**config.mk**
```make
export PLATFORM = sky130hd
export DESIGN_NAME = sdci_interpreter
export DESIGN_NICKNAME = d
export VERILOG_FILES = /design/src/sdci_pkg.sv /design/src/sdci_interpreter.sv
export SDC_FILE = /design/constraint.sdc
export NUM_CORES = 1
export LEC_CHECK = 0
export BUFFER_PORTS_ARGS = -buffer_cell sky130_fd_sc_hd__buf_2
export CAP_MARGIN = 20
export CELL_PAD_IN_SITES_DETAIL_PLACEMENT = 1
export CELL_PAD_IN_SITES_GLOBAL_PLACEMENT = 1
export CORE_ASPECT_RATIO = 0.9
export CORE_UTILIZATION = 40
export DETAILED_ROUTE_END_ITERATION = 10
export PLACE_DENSITY_LB_ADDON = 0.05
export SKIP_LAST_GASP = 1
export SYNTH_ARGS = -nofsm -noshare
export SYNTH_HDL_FRONTEND = slang
export SYNTH_SLANG_ARGS = --single-unit
```
**constraint.sdc**
```tcl
create_clock -name clk -period 3.2 [get_ports clk]
set_input_delay 0.16 -clock clk [delete_from_list [all_inputs] [get_ports clk]]
set_output_delay 0.16 -clock clk [all_outputs]
set_load 0.005 [all_outputs]
```
**src/sdci_pkg.sv**
```systemverilog
// Purpose: shared constants and types for the serial potentiometer command interpreter
// Assumes: 100 MHz system clock
// Notes: variant shape (word length, wiper width, channel count) is set by module parameters
package sdci_pkg;
	localparam int CLK_PERIOD_NS = 10;
	localparam int SAVE_TIME_NS = 20_200_000;
	// Longest-time figure rounds down to whole cycles
	localparam int SAVE_CYCLES_DFLT = SAVE_TIME_NS / CLK_PERIOD_NS;
	localparam int DONE_CYCLES = 1;
	localparam int CNT_W = 22;

	localparam int CMD_W = 4;
	localparam int ADDR_W = 4;
	localparam int DATA_MAX_W = 10;
	localparam int BITCNT_W = 5;

	typedef enum logic [3:0] {
		SDCI_NOP = 4'h0,
		SDCI_NV_TO_WIPER = 4'h1,
		SDCI_SAVE_WIPER = 4'h2,
		SDCI_WRITE_NV = 4'h3,
		SDCI_SHR_ONE = 4'h4,
		SDCI_SHR_ALL = 4'h5,
		SDCI_DEC_ONE = 4'h6,
		SDCI_DEC_ALL = 4'h7,
		SDCI_RELOAD_ALL = 4'h8,
		SDCI_READ_NV = 4'h9,
		SDCI_READ_WIPER = 4'ha,
		SDCI_WRITE_WIPER = 4'hb,
		SDCI_SHL_ONE = 4'hc,
		SDCI_SHL_ALL = 4'hd,
		SDCI_INC_ONE = 4'he,
		SDCI_INC_ALL = 4'hf
	} sdci_cmd_t;

	// One decoded serial word
	typedef struct packed {
		sdci_cmd_t command_code_bits;
		logic [ADDR_W-1:0] register_select_bits;
		logic [DATA_MAX_W-1:0] payload_bits;
	} sdci_word_t;
endpackage

```
**src/sdci_interpreter.sv**
```systemverilog
// Purpose: SPI slave command interpreter for a nonvolatile digital potentiometer
// Assumes: SPI pins and strap pins are asynchronous to clk; clk much faster than sclk
// Notes: reset_n stands for power-on; the nonvolatile store powers up at its factory value
`timescale 1ns/100ps
module sdci_interpreter
	import sdci_pkg::*;
#(
	parameter int WORD_BITS = 16,
	parameter int DATA_BITS = 8,
	parameter int NUM_CH = 2,
	parameter int SAVE_CYCLES = SAVE_CYCLES_DFLT
) (
	input wire logic clk,
	input wire logic reset_n,
	input wire logic sclk,
	input wire logic cs_n,
	input wire logic sdi,
	input wire logic write_protect_n,
	input wire logic preset_reload_pin_n,
	output logic sdo_o,
	output logic sdo_oe_n,
	output logic rdy_o,
	output logic rdy_oe_n,
	output logic [NUM_CH-1:0][DATA_BITS-1:0] wiper_setting_register
);
	localparam logic [DATA_BITS-1:0] MIDSCALE = DATA_BITS'(1) << (DATA_BITS - 1);
	localparam logic [DATA_BITS-1:0] FULLSCALE = '1;
	localparam logic [BITCNT_W-1:0] BITCNT_MAX = '1;
	// Daisy chain taps a fixed depth, so a long word still chains after sixteen clocks
	localparam int CHAIN_BITS = 16;

	logic [2:0] sclk_sy, cs_sy, pr_sy;
	logic [1:0] sdi_sy, wp_sy;
	logic sclk_rise, cs_rise, cs_fall, pr_rise, cs_high, wp_ok, pr_high;
	logic [WORD_BITS-1:0] shreg;
	logic [BITCNT_W-1:0] bitcnt;
	sdci_word_t rx_word, rep_word, ex;
	logic rep_valid, go, por_pend, ch_ok, allowed;
	logic [CNT_W-1:0] busy_cnt;
	logic busy;
	logic [NUM_CH-1:0][DATA_BITS-1:0] nonvolatile_store;
	logic [DATA_BITS-1:0] ex_data, rd_nv, rd_wiper;
	logic [NUM_CH-1:0] ch_sel;

	function automatic logic [DATA_BITS-1:0] step_value(input sdci_cmd_t c, input logic [DATA_BITS-1:0] v);
		logic [DATA_BITS-1:0] r;
		r = v;
		case (c)
			SDCI_SHR_ONE, SDCI_SHR_ALL: r = v >> 1;
			SDCI_SHL_ONE, SDCI_SHL_ALL: r = v[DATA_BITS-1] ? FULLSCALE : (v << 1);
			SDCI_DEC_ONE, SDCI_DEC_ALL: r = (v == '0) ? v : v - DATA_BITS'(1);
			SDCI_INC_ONE, SDCI_INC_ALL: r = (v == FULLSCALE) ? v : v + DATA_BITS'(1);
			default: r = v;
		endcase
		return r;
	endfunction

	function automatic logic is_repeatable(input sdci_cmd_t c);
		return c inside {SDCI_SHR_ONE, SDCI_SHR_ALL, SDCI_DEC_ONE, SDCI_DEC_ALL,
			SDCI_SHL_ONE, SDCI_SHL_ALL, SDCI_INC_ONE, SDCI_INC_ALL};
	endfunction

	// Pins cross in through two flops; a third stage only feeds edge detection
	always_ff @(posedge clk or negedge reset_n) begin
		if (!reset_n) begin
			sclk_sy <= 3'h0;
			cs_sy <= 3'h7;
			pr_sy <= 3'h7;
			sdi_sy <= 2'h0;
			wp_sy <= 2'h3;
		end else begin
			sclk_sy <= {sclk_sy[1:0], sclk};
			cs_sy <= {cs_sy[1:0], cs_n};
			pr_sy <= {pr_sy[1:0], preset_reload_pin_n};
			sdi_sy <= {sdi_sy[0], sdi};
			wp_sy <= {wp_sy[0], write_protect_n};
		end
	end

	// Modes 0 and 3 both sample on the rising clock edge
	assign sclk_rise = sclk_sy[1] & ~sclk_sy[2];
	assign cs_high = cs_sy[1];
	assign cs_rise = cs_sy[1] & ~cs_sy[2];
	assign cs_fall = ~cs_sy[1] & cs_sy[2];
	assign pr_high = pr_sy[1];
	assign pr_rise = pr_sy[1] & ~pr_sy[2];
	assign wp_ok = wp_sy[1];
	assign busy = busy_cnt != '0;

	always_comb begin
		rx_word.command_code_bits = sdci_cmd_t'(shreg[WORD_BITS-1 -: CMD_W]);
		rx_word.register_select_bits = shreg[WORD_BITS-CMD_W-1 -: ADDR_W];
		rx_word.payload_bits = '0;
		rx_word.payload_bits[DATA_BITS-1:0] = shreg[DATA_BITS-1:0];
	end

	// Execute only at the end of the frame; an empty frame replays the last step command
	assign go = cs_rise & ~busy & (bitcnt != '0 | rep_valid);
	assign ex = (bitcnt != '0) ? rx_word : rep_word;
	assign ex_data = ex.payload_bits[DATA_BITS-1:0];
	assign ch_ok = ex.register_select_bits < ADDR_W'(NUM_CH);
	// Only SDCI_NV_TO_WIPER and SDCI_READ_NV get through write-protect; reload-all from the store is blocked
	assign allowed = wp_ok | ex.command_code_bits inside {SDCI_NV_TO_WIPER, SDCI_READ_NV};

	always_comb begin
		rd_nv = '0;
		rd_wiper = '0;
		for (int i = 0; i < NUM_CH; i++) begin
			ch_sel[i] = ch_ok && ex.register_select_bits == ADDR_W'(i);
			if (ch_sel[i]) begin
				rd_nv = nonvolatile_store[i];
				rd_wiper = wiper_setting_register[i];
			end
		end
	end

	// Serial register: shifts MSB first, frozen during a save, loaded by readbacks
	always_ff @(posedge clk or negedge reset_n) begin
		if (!reset_n) begin
			shreg <= '0;
			bitcnt <= '0;
		end else if (cs_fall) begin
			bitcnt <= '0;
		end else if (!cs_high && sclk_rise && !busy) begin
			shreg <= {shreg[WORD_BITS-2:0], sdi_sy[1]};
			bitcnt <= (bitcnt == BITCNT_MAX) ? bitcnt : bitcnt + BITCNT_W'(1);
		end else if (go && allowed && ex.command_code_bits == SDCI_READ_NV) begin
			shreg <= WORD_BITS'(rd_nv);
		end else if (go && allowed && ex.command_code_bits == SDCI_READ_WIPER) begin
			shreg <= WORD_BITS'(rd_wiper);
		end
	end

	always_ff @(posedge clk or negedge reset_n) begin
		if (!reset_n) begin
			rep_word <= '0;
			rep_valid <= 1'b0;
		end else if (go && bitcnt != '0) begin
			rep_word <= rx_word;
			// Any other command, NOP included, ends the replay and idles the logic
			rep_valid <= is_repeatable(rx_word.command_code_bits);
		end
	end

	// Store contents model the factory midscale value at power-on
	always_ff @(posedge clk or negedge reset_n) begin
		if (!reset_n) begin
			nonvolatile_store <= {NUM_CH{MIDSCALE}};
		end else if (go && allowed) begin
			for (int i = 0; i < NUM_CH; i++) begin
				if (ch_sel[i] && ex.command_code_bits == SDCI_SAVE_WIPER) begin
					nonvolatile_store[i] <= wiper_setting_register[i];
				end
				if (ch_sel[i] && ex.command_code_bits == SDCI_WRITE_NV) begin
					nonvolatile_store[i] <= ex_data;
				end
			end
		end
	end

	always_ff @(posedge clk or negedge reset_n) begin
		if (!reset_n) begin
			por_pend <= 1'b1;
		end else begin
			por_pend <= 1'b0;
		end
	end

	always_ff @(posedge clk or negedge reset_n) begin
		if (!reset_n) begin
			wiper_setting_register <= {NUM_CH{MIDSCALE}};
		end else if (por_pend) begin
			wiper_setting_register <= nonvolatile_store;
		end else if (!pr_high) begin
			wiper_setting_register <= {NUM_CH{MIDSCALE}};
		end else if (pr_rise) begin
			wiper_setting_register <= nonvolatile_store;
		end else if (go && allowed) begin
			for (int i = 0; i < NUM_CH; i++) begin
				case (ex.command_code_bits)
					SDCI_NV_TO_WIPER: if (ch_sel[i]) begin
						wiper_setting_register[i] <= nonvolatile_store[i];
					end
					SDCI_WRITE_WIPER: if (ch_sel[i]) begin
						wiper_setting_register[i] <= ex_data;
					end
					SDCI_RELOAD_ALL: if (ex.register_select_bits == '0) begin
						wiper_setting_register[i] <= nonvolatile_store[i];
					end
					SDCI_SHR_ONE, SDCI_DEC_ONE, SDCI_SHL_ONE, SDCI_INC_ONE: if (ch_sel[i]) begin
						wiper_setting_register[i] <= step_value(ex.command_code_bits, wiper_setting_register[i]);
					end
					SDCI_SHR_ALL, SDCI_DEC_ALL, SDCI_SHL_ALL, SDCI_INC_ALL: begin
						wiper_setting_register[i] <= step_value(ex.command_code_bits, wiper_setting_register[i]);
					end
					default: begin
					end
				endcase
			end
		end
	end

	// Saves run the full programming time; the other flagged commands hold busy for one cycle
	always_ff @(posedge clk or negedge reset_n) begin
		if (!reset_n) begin
			busy_cnt <= '0;
		end else if (go && allowed && (ch_ok || ex.command_code_bits == SDCI_RELOAD_ALL)
				&& ex.command_code_bits inside {SDCI_SAVE_WIPER, SDCI_WRITE_NV}) begin
			busy_cnt <= CNT_W'(SAVE_CYCLES);
		end else if (go && allowed && ex.command_code_bits inside {SDCI_RELOAD_ALL, SDCI_READ_NV, SDCI_READ_WIPER}) begin
			busy_cnt <= CNT_W'(DONE_CYCLES);
		end else if (busy) begin
			busy_cnt <= busy_cnt - CNT_W'(1);
		end
	end

	// Open-drain pins: enable low pulls the line low, release lets the pull-up win
	always_ff @(posedge clk or negedge reset_n) begin
		if (!reset_n) begin
			sdo_o <= 1'b0;
			sdo_oe_n <= 1'b1;
			rdy_o <= 1'b0;
			rdy_oe_n <= 1'b1;
		end else begin
			sdo_o <= 1'b0;
			sdo_oe_n <= cs_high | shreg[CHAIN_BITS-1];
			rdy_o <= 1'b0;
			rdy_oe_n <= ~busy;
		end
	end

	// Helper for the lock length: a save must never hold the lock past its time
	logic [CNT_W-1:0] lock_len;
	always_ff @(posedge clk or negedge reset_n) begin
		if (!reset_n) begin
			lock_len <= '0;
		end else if (!busy) begin
			lock_len <= '0;
		end else begin
			lock_len <= lock_len + CNT_W'(1);
		end
	end
endmodule

```
# After elaboration in Yosys (flattened, before gate mapping)
# Index checks and enable logic that the tools add are counted.
word_totals:
  ff_bits: 108
  in_bits: 7
  out_inout_bits: 20
op_classes:
  reduce_logical: 44
  bitwise_logic: 15
  magnitude_cmp: 1
  add_sub_neg: 6
  eq_ne: 37
  n_mux: 40
op_table:
  columns: ["cell", "n"]
  rows:
  - ["$mux 8", 22]
  - ["$mux 16", 7]
  - ["$pmux 8 s5", 2]
  - ["$mux 22", 3]
  - ["$pmux 8 s4", 2]
  - ["$eq 4x4->1 const B", 12]
  - ["$ne 5x5->1 const B", 7]
  - ["$eq 4x3->1 const B", 8]
  - ["$reduce_bool 22->1", 1]
  - ["$sub 22x1->22 const B", 1]
  - ["$mux 18", 1]
  - ["$add 8x1->8 const B", 2]
  - ["$eq 8x8->1 const B", 2]
  - ["$logic_not 8->1", 2]
  - ["$sub 8x1->8 const B", 2]
  - ["$logic_and 1x1->1", 15]
  - ["$mux 5", 3]
  - ["$reduce_and 6->1", 2]
  - ["$reduce_bool 2->1", 5]
  - ["$reduce_bool 3->1", 3]
  - ["$eq 4x1->1 const B", 2]
  - ["$eq 4x2->1 const B", 2]
  - ["$ne 8x1->1 const B", 1]
  - ["$reduce_and 2->1", 4]
  - ["other kinds (15)", 32]

# Logic depth before layout (Yosys ltp)
# Gate-level depths: netlist of the first run.
depth:
  ltp_word: 11
  ltp_mapped: 14
  mapped_depth_nobuf: 12

# Worst setup path after synthesis of the first run
# No wires, ideal clock.
synth_path:
  kind: "reg-to-reg"
  from: "reg bitcnt[0]"
  to: "reg wiper_setting_register[4] (netlist bit)"
  path_slack_ns: -0.091
  stages_incl_launch_ff: 15
  arrival_ns: 3.159
  t_required_ns: 3.068
  path_cell_list: "dfrtp_1 -> inv_1 -> ha_1 -> or4b_1 -> buf_4 -> mux2i_4 -> buf_4 -> xnor2_1 -> ha_1 -> nand2_1 -> a221o_1 -> xnor2_1 -> a221o_1 -> a221oi_1 -> o31ai_1"
synth_between:
  elab_chain_len: 11
synth_lines:
  columns: ["item", "line_no", "text"]
  rows:
  - ["from (decl)", "sdci_interpreter.sv:36", "logic [BITCNT_W-1:0] bitcnt;"]
  - ["from (signal assigned)", "sdci_interpreter.sv:126", "bitcnt <= (bitcnt == BITCNT_MAX) ? bitcnt : bitcnt + BITCNT_W'(1);"]
  - ["$reduce_bool 5->1 (*)", "sdci_interpreter.sv:98, sdci_interpreter.sv:99", null]
  - ["$mux 18", "sdci_interpreter.sv:99", "assign ex = (bitcnt != '0) ? rx_word : rep_word;"]
  - ["$eq 4x4->1 or $eq 4x3->1 (tied branches)", "sdci_interpreter.sv:48, sdci_interpreter.sv:180", null]
  - ["$reduce_or 2->1", "sdci_interpreter.sv:48", "case (c)"]
  - ["$pmux 8 s4", "sdci_interpreter.sv:48", null]
  - ["$mux 8", "sdci_interpreter.sv:190", "SDCI_SHR_ONE, SDCI_DEC_ONE, SDCI_SHL_ONE, SDCI_INC_ONE: if (ch_sel[i]) begin"]
  - ["$pmux 8 s5", "sdci_interpreter.sv:180", "case (ex.command_code_bits)"]
  - ["$mux 16", "sdci_interpreter.sv:178", "end else if (go && allowed) begin"]
  - ["$mux 16", "sdci_interpreter.sv:176", "end else if (pr_rise) begin"]
  - ["$mux 16", "sdci_interpreter.sv:174", "end else if (!pr_high) begin"]
  - ["$mux 16", "sdci_interpreter.sv:172", "end else if (por_pend) begin"]
  - ["to (signal assigned)", "sdci_interpreter.sv:173", "wiper_setting_register <= nonvolatile_store;"]
  - ["to (signal assigned)", "sdci_interpreter.sv:175", "wiper_setting_register <= {NUM_CH{MIDSCALE}};"]
  - ["to (signal assigned)", "sdci_interpreter.sv:177", "wiper_setting_register <= nonvolatile_store;"]
  - ["to (decl)", "sdci_interpreter.sv:24", "output logic [NUM_CH-1:0][DATA_BITS-1:0] wiper_setting_register"]
# Mark *: on every way between the ends. The rest lies on a longest branch, timed or not. The select of a mux whose other input is x is not followed.
# A chain may end at the register's enable or synchronous reset.

# Worst setup path after layout of the first run
layout_path:
  from: "reg bitcnt[1]"
  to: "reg wiper_setting_register[4] (netlist bit)"
# Same word-level chain as after synthesis.

==> reports/qor.yml, run 1 <==
worst_setup_path:
  crit_slowest_cell: "or4b_4"
  path_max_fanout: 4
  end_kind: "flip-flop"
  critical_path_class: "flip-flop to flip-flop"
  crit_chain: "inv_1 > ha_2 > or4b_4 > mux2i_4 > xnor2_2 > ha_2 > o32ai_1 > a221o_1 > xnor2_1 > a221o_1 > a221oi_2 > o31ai_1"
  critPathMaxStageDelay_ps: 500
  cp_top_family: "compound AO/OA/AOI/OAI gates"
  startpoint_type: "flip-flop"
  cp.required_ps: 3450
  worstPathArrival_ps: 3350
  path_buf_inv: 1
synth:
  ys_types: 76
  ys_ff_latch: 108
  ys_seq_area_frac: 0.405
  syn-mean-instance-area_um2: 8.82
  async_reset_ff_frac: 1.00
  synth_flop_cell: "dfrtp_1"
  postSynthCellCount: 761
  synth-edff-count: 0
  synth_area_mm2: 0.00671
  synth_warnings: 0
power_and_ir_drop:
  p_int_mw: 2.58
  power_density_mw_per_mm2: 523
  p_leak_nw: 3.38
  vdd_drop_max_v: 0.000353
  seqPwrFrac: 0.468
  p_switching_mw: 1.44
  clkPwrFrac: 0.292
  netSwitchingFraction: 0.358
  combPwrFrac: 0.240
worst_hold_path:
  hold_path_class: "primary input to async pin"
place:
  dp_hpwl_mm: 16.1
  place_area_mm2: 0.00728
  routabilityCongestion: 0.915
  portBuffers: 24
cells_and_area:
  stdcell_area_mm2: 0.00769
  diodes: 0
  syn2layout_area_growth_pct: 14.6
  multi_input_area_mm2: 0.00366
  num-nets-final: 818
  final_util: 0.472
  drive_above_1_share: 0.186
  ff_latch_area_mm2: 0.00272
  fill_cells: 1896
timing:
  worst_hold_slack_ps: 358
  period_needed_ps: 3110
  fin_crit_sh: 0.970
  slew_viol_final: 0
  skew_ps: 9.71
  fmax_mhz: 322
  finalSetupViolCount: 0
  slew_headroom: 0.392
  hold_viol: 0
  rsz0062_at_grt: "true"
  worst-slew-pin-transition_ps: 903
  tns_ps: 0
job:
  maxCapViolations: 0
clock_network:
  cts_buffer_depth: 2
  clock_latency_ps: 370
  clkTransAtPathRegs_ps: 80
  root_buffer: "clkbuf_16"
  cts_made_buffers: 9
  cts.sinks: 108
  h-tree-depth: 3
  cts_tree: "built"
grt:
  first_global_vias: 6312
  grt_first_pass_wirelength_mm: 35.8
  grt_max_degree: 52
  grt.overflow.total: 0
  antenna_found_initial: 0
  grt_use_total: 0.268
routing:
  wl_per_cell_um: 21.4
  firstDrtPassIters: 9
  antenna_left: 0
  vias: 6023
  initialDrtViolationCount: 482
  wirelength_mm: 21.8
  vias_per_cell: 5.92
  drc_errors: 5
die:
  dieArea_mm2: 0.0173
  pin_count: 27
  die_h_um: 125
  core_mm2: 0.0163
  die_w_um: 139
  initial_core_util: 0.412
  row_count: 44
outcome:
  violations: "DRC"
  status: "complete, but fails checks"
## metrics by stage
stage | worst slack (ps) | power (mW) | cells
2_1_floorplan | 13.2 | 2.49 | 763
6_report | 94.9 | 4.02 | 1017
4_1_cts | 45.5 | 4.06 | 1014
5_1_grt | -34.8 | 4.27 | 1017
3_3_place_gp | 134 | 2.80 | 992
3_5_place_dp | 25.2 | 2.86 | 992
## final cells by class
| class | instances | area share |
|---|---|---|
| clock buffer | 9 | 0.0293 |
| clock inverter | 7 | 0.0109 |
| multi-input combinational | 571 | 0.476 |
| timing repair buffer | 88 | 0.0836 |
| sequential | 108 | 0.354 |
| inverter | 27 | 0.0132 |
| tap | 207 | 0.0337 |
## timing repair
item / CTS / global route
pin swaps: 0 / 1
endpoints found under the setup margin: 1 / 4
endpoints found under the hold margin: 49 / 0
buffers inserted: 0 / 3
hold buffers: 6 / 0
resized for setup: 1 / 4
## power groups by stage
stage	clock network, mW	logic, mW	registers [mW]
final	1.18	0.963	1.88
after CTS	1.21	0.969	1.88
after global routing	1.26	1.09	1.92
after global placement	0	0.914	1.88
after floorplan	0	0.670	1.82
after detailed placement	0	0.953	1.91
## cells in the mapped netlist, types with 15 or more instances
library cell / count / area (um2)
xnor2_1: 20 / 175
nor3_1: 16 / 80.1
a21oi_1: 39 / 195
clkbuf_1: 37 / 139
dfrtp_1: 93 / 2330
inv_1: 27 / 101
nor2_1: 52 / 195
nand2_1: 108 / 405
o21ai_0: 65 / 325
nand3_1: 18 / 90.1
mux2i_1: 35 / 350
dfstp_2: 15 / 394
## flip-flops by register name, summed over array words and instances, names as in the netlist, 2 cells and up
register	count
pr_sy	3
wiper_setting_register	16
nonvolatile_store	16
busy_cnt	22
bitcnt	5
rep_word	16
sclk_sy	3
sdi_sy	2
cs_sy	3
shreg	16
wp_sy	2
## path summary, 6_finish.rpt
path	start	cells after the start	slack, ps	end
max	bitcnt[1]	12	90	wiper_setting_register[4]
min	reset_n	2	360	rep_word[16]
max reg2reg	bitcnt[1]	12	90	wiper_setting_register[4]
min reg2reg	cs_sy[0]	0	360	cs_sy[1]
max in group asynchronous	reset_n	3	1920	por_pend
min in group clk	cs_sy[0]	0	360	cs_sy[1]
## logic make-up (layout without fill, tap and decap cells)
family                   count (synthesis)  count (layout)  synth area share
XOR/XNOR                                31              31            0.0405
AND/OR/NAND/NOR                        290             290             0.226
other                                    1               3          0.000559
AO/OA/AOI/OAI                          196             196             0.188
buffers and inverters                   84             131            0.0561
flip-flops                             108             108             0.405
multiplexers                            45              45            0.0720
adder cells (fa/ha/maj)                  6               6            0.0112
## layout by cell type, fill, tap and decap left out, types with 5 or more instances in the layout
cell type / netlist / final
a211o_1: 6 / 6
a21oi_1: 39 / 39
a221o_1: 10 / 10
a22oi_1: 11 / 11
a31oi_1: 13 / 13
and3_1: 8 / 8
buf_2: 7 / 23
buf_4: 10 / 57
clkbuf_16: 0 / 9
dfrtp_1: 93 / 93
dfstp_2: 15 / 15
dlygate4sd3_1: 0 / 6
inv_1: 27 / 27
mux2_2: 6 / 6
mux2i_1: 35 / 35
nand2_1: 108 / 108
nand3_1: 18 / 18
nand3b_1: 5 / 5
nand4_1: 12 / 12
nor2_1: 52 / 51
nor2b_1: 14 / 14
nor3_1: 16 / 16
nor4_1: 7 / 7
o21ai_0: 65 / 64
o21ai_1: 4 / 5
o31ai_1: 7 / 7
or3_1: 6 / 6
or4_1: 10 / 10
xnor2_1: 20 / 19
xor2_1: 11 / 11
## worst reg2reg max path, delay by kind of cell (launching register included)
kind,cells,cell delay [ps]
multiplexers,1,240
adder cells (fa/ha/maj),2,420
flip-flops,1,410
AO/OA/AOI/OAI,5,1070
XOR/XNOR,2,280
buffers and inverters,1,70
AND/OR/NAND/NOR,1,500
## routing by layer
metal	global-route usage	up-vias	routed length, um
met4	0.0952	0	425
li1	-	2807	-
met1	0.378	3029	10400
met3	0.0365	34	940
met2	0.418	153	10000
met5	0	-	0
No activity file was read; power rests on OpenSTA's default activity.
==> inputs of run 2 (changes only) <==
--- a/config.mk
+++ b/config.mk
@@ -13,6 +13,7 @@
 export CORE_UTILIZATION = 40
 export DETAILED_ROUTE_END_ITERATION = 10
 export PLACE_DENSITY_LB_ADDON = 0.05
+export SETUP_SLACK_MARGIN = 0.4
 export SKIP_LAST_GASP = 1
 export SYNTH_ARGS = -nofsm -noshare
 export SYNTH_HDL_FRONTEND = slang
==> run 2 against run 1 <==
Against the previous run:
- the run still ends with DRC left
- clock power about the same
- global-route usage increased by 0.26 points
- register-to-register slack got worse by 30 ps
- fmax decreased by 1.1%
- core utilization increased by 3.9 points
- critical path depth increased by 2
- routed wire length increased by 5.7%
- sequential power about the same
- flip-flop and latch count unchanged
- final cell count increased by 1.7%
- setup slack got worse by 35 ps
- via count increased by 3.6%
- critical path type unchanged
==> reports/qor.yml, run 2 (same netlist as run 1, synthesis figures left out) <==
routing:
  wirelength_mm: 23.0  # +5.7%
  drc_errors: 6  # +1
  vias_per_cell: 6.03  # +1.9%
  firstDrtPassIters: 8  # -1
  wl_per_cell_um: 22.2  # +3.9%
  antenna_left: 0  # unchanged
  vias: 6237  # +3.6%
  initialDrtViolationCount: 403  # -16%
timing:
  slew_viol_final: 0  # unchanged
  setup_slack_ps: 60.1  # -34.8 ps
  period_needed_ps: 3140  # +34.8 ps
  fmax_mhz: 318  # -1.1%
  slew_headroom: 0.310  # -0.0813
  hold_viol: 0  # unchanged
  skew_ps: 7.86  # -1.85 ps
  tns_ps: 0  # unchanged
  worst-slew-pin-transition_ps: 1020  # +121 ps
  finalSetupViolCount: 0  # unchanged
  rsz0062_at_grt: "true"
  fin_crit_sh: 0.981  # +0.0109
  worst_hold_slack_ps: 354  # -4.07 ps
grt:
  grt_max_degree: 58  # +12%
  gr-usage-met2: 0.422  # +0.00418
  grt.overflow.total: 0  # unchanged
  grt_first_pass_wirelength_mm: 36.3  # +1.5%
  first_global_vias: 6404  # +1.5%
  use_met3: 0.0511  # +0.0146
  grt-busiest-layer: "met2"
  grt_use_total: 0.270  # +0.00261
  grt_use_met1: 0.382  # +0.00373
  antenna_found_initial: 0  # unchanged
place:
  portBuffers: 24  # unchanged
  routabilityCongestion: 0.880  # -3.8%
  dp_worst_setup_slack_ps: 67.2  # +41.9 ps
  dp_cells: 987  # -0.50%
  dp_hpwl_mm: 16.0  # -0.84%
  place_area_mm2: 0.00727  # -0.14%
power_and_ir_drop:
  fin_total_pwr_mw: 4.13  # +2.7%
  p_leak_nw: 3.59  # +6.3%
  power_density_mw_per_mm2: 495  # -5.2%
  vdd_drop_max_v: 0.000390  # +10%
outcome:
  status: "complete, but fails checks"
  violations: "DRC"
cells_and_area:
  layout_common_cells: "nand2_1, dfrtp_1, buf_4"
  final_cell_count_no_fill: 1034  # +1.7%
  num-nets-final: 835  # +2.1%
  largest-register: "busy_cnt"
  final_util: 0.511  # +0.0392
  syn2layout_area_growth_pct: 24.1
  diodes: 0  # unchanged
  drive_above_1_share: 0.261  # +0.0748
  largest_reg_flops: 22  # unchanged
  stdcell_area_mm2: 0.00833  # +8.3%
  layout_commonest_cell: "nand2_1"
  fill_cells: 1899  # +0.16%
worst_setup_path:
  cp_top_family: "simple AND/OR/NAND/NOR gates"
  critical_path_class: "flip-flop to flip-flop"
  critPathMaxStageDelay_ps: 490  # about the same
  path_max_fanout: 5  # +1
  cp.required_ps: 3480  # +30 ps
  path_buf_inv: 3  # +2
  worstPathArrival_ps: 3420  # +70 ps
  crit_slowest_cell: "or4b_4"
  startpoint_type: "flip-flop"
  crit_chain: "inv_2 > ha_4 > or4b_4 > mux2i_4 > buf_6 > buf_6 > xnor2_4 > ha_4 > and3_1 > mux2i_1 > or3_1 > a31oi_2 > o21ai_1 > a21oi_1"
  end_kind: "flip-flop"
die:
  initial_core_util: 0.412  # unchanged
  die_h_um: 125  # unchanged
  pin_count: 27  # unchanged
  row_count: 44  # unchanged
  dieArea_mm2: 0.0173  # unchanged
  die_w_um: 139  # unchanged
  core_mm2: 0.0163  # unchanged
clock_network:
  h-tree-depth: 3  # unchanged
  cts_tree: "built"
  root_buffer: "clkbuf_16"
  clock_latency_ps: 360  # about the same
  clkTransAtPathRegs_ps: 80  # about the same
  cts_buffer_depth: 2  # unchanged
  cts.sinks: 108  # unchanged
  cts_made_buffers: 9  # unchanged
worst_hold_path:
  hold_path_class: "flip-flop to flip-flop"
job:
  maxCapViolations: 0  # unchanged
==> run 2: final cells by class <==
type | instances | area, um2 | share of cell area
multi-input cells | 572 | 4070 | 0.488
flip-flops and latches | 108 | 2720 | 0.327
repair buffers | 104 | 866 | 0.104
well taps | 207 | 259 | 0.0311
clock buffers | 9 | 225 | 0.0270
inverters | 27 | 101 | 0.0122
clock inverters | 7 | 92.6 | 0.0111
==> run 2: path summary, 6_finish.rpt <==
path,endpoint,cells past startpoint,from,slack (ps)
worst max-delay path,wiper_setting_register[12],14,bitcnt[0],60
worst min-delay path,sdi_sy[1],0,sdi_sy[0],350
worst max register to register,wiper_setting_register[12],14,bitcnt[0],60
worst min register to register,sdi_sy[1],0,sdi_sy[0],350
max in group asynchronous,nonvolatile_store[15],3,reset_n,1960
min in group asynchronous,bitcnt[0],2,reset_n,430
==> run 2: power by group <==
part / switching (mW) / internal, mW
logic: 0.629 / 0.421
clock network: 0.569 / 0.629
registers: 0.251 / 1.63
total: 1.45 / 2.68
==> run 2: repair_timing <==
item,4_1_cts,5_1_grt
hold buffers,6,0
setup endpoints to repair,50,61
gates cloned,1,3
hold endpoints to repair,51,0
pin swaps,10,41
gates resized for setup,31,91
setup buffers,9,12
==> run 2: per-layer routing <==
layer | share of wire | up-vias
li1 | - | 2856
met1 | 0.47 | 3156
met2 | 0.46 | 186
met3 | 0.047 | 39
met4 | 0.019 | 0
met5 | 0 | -
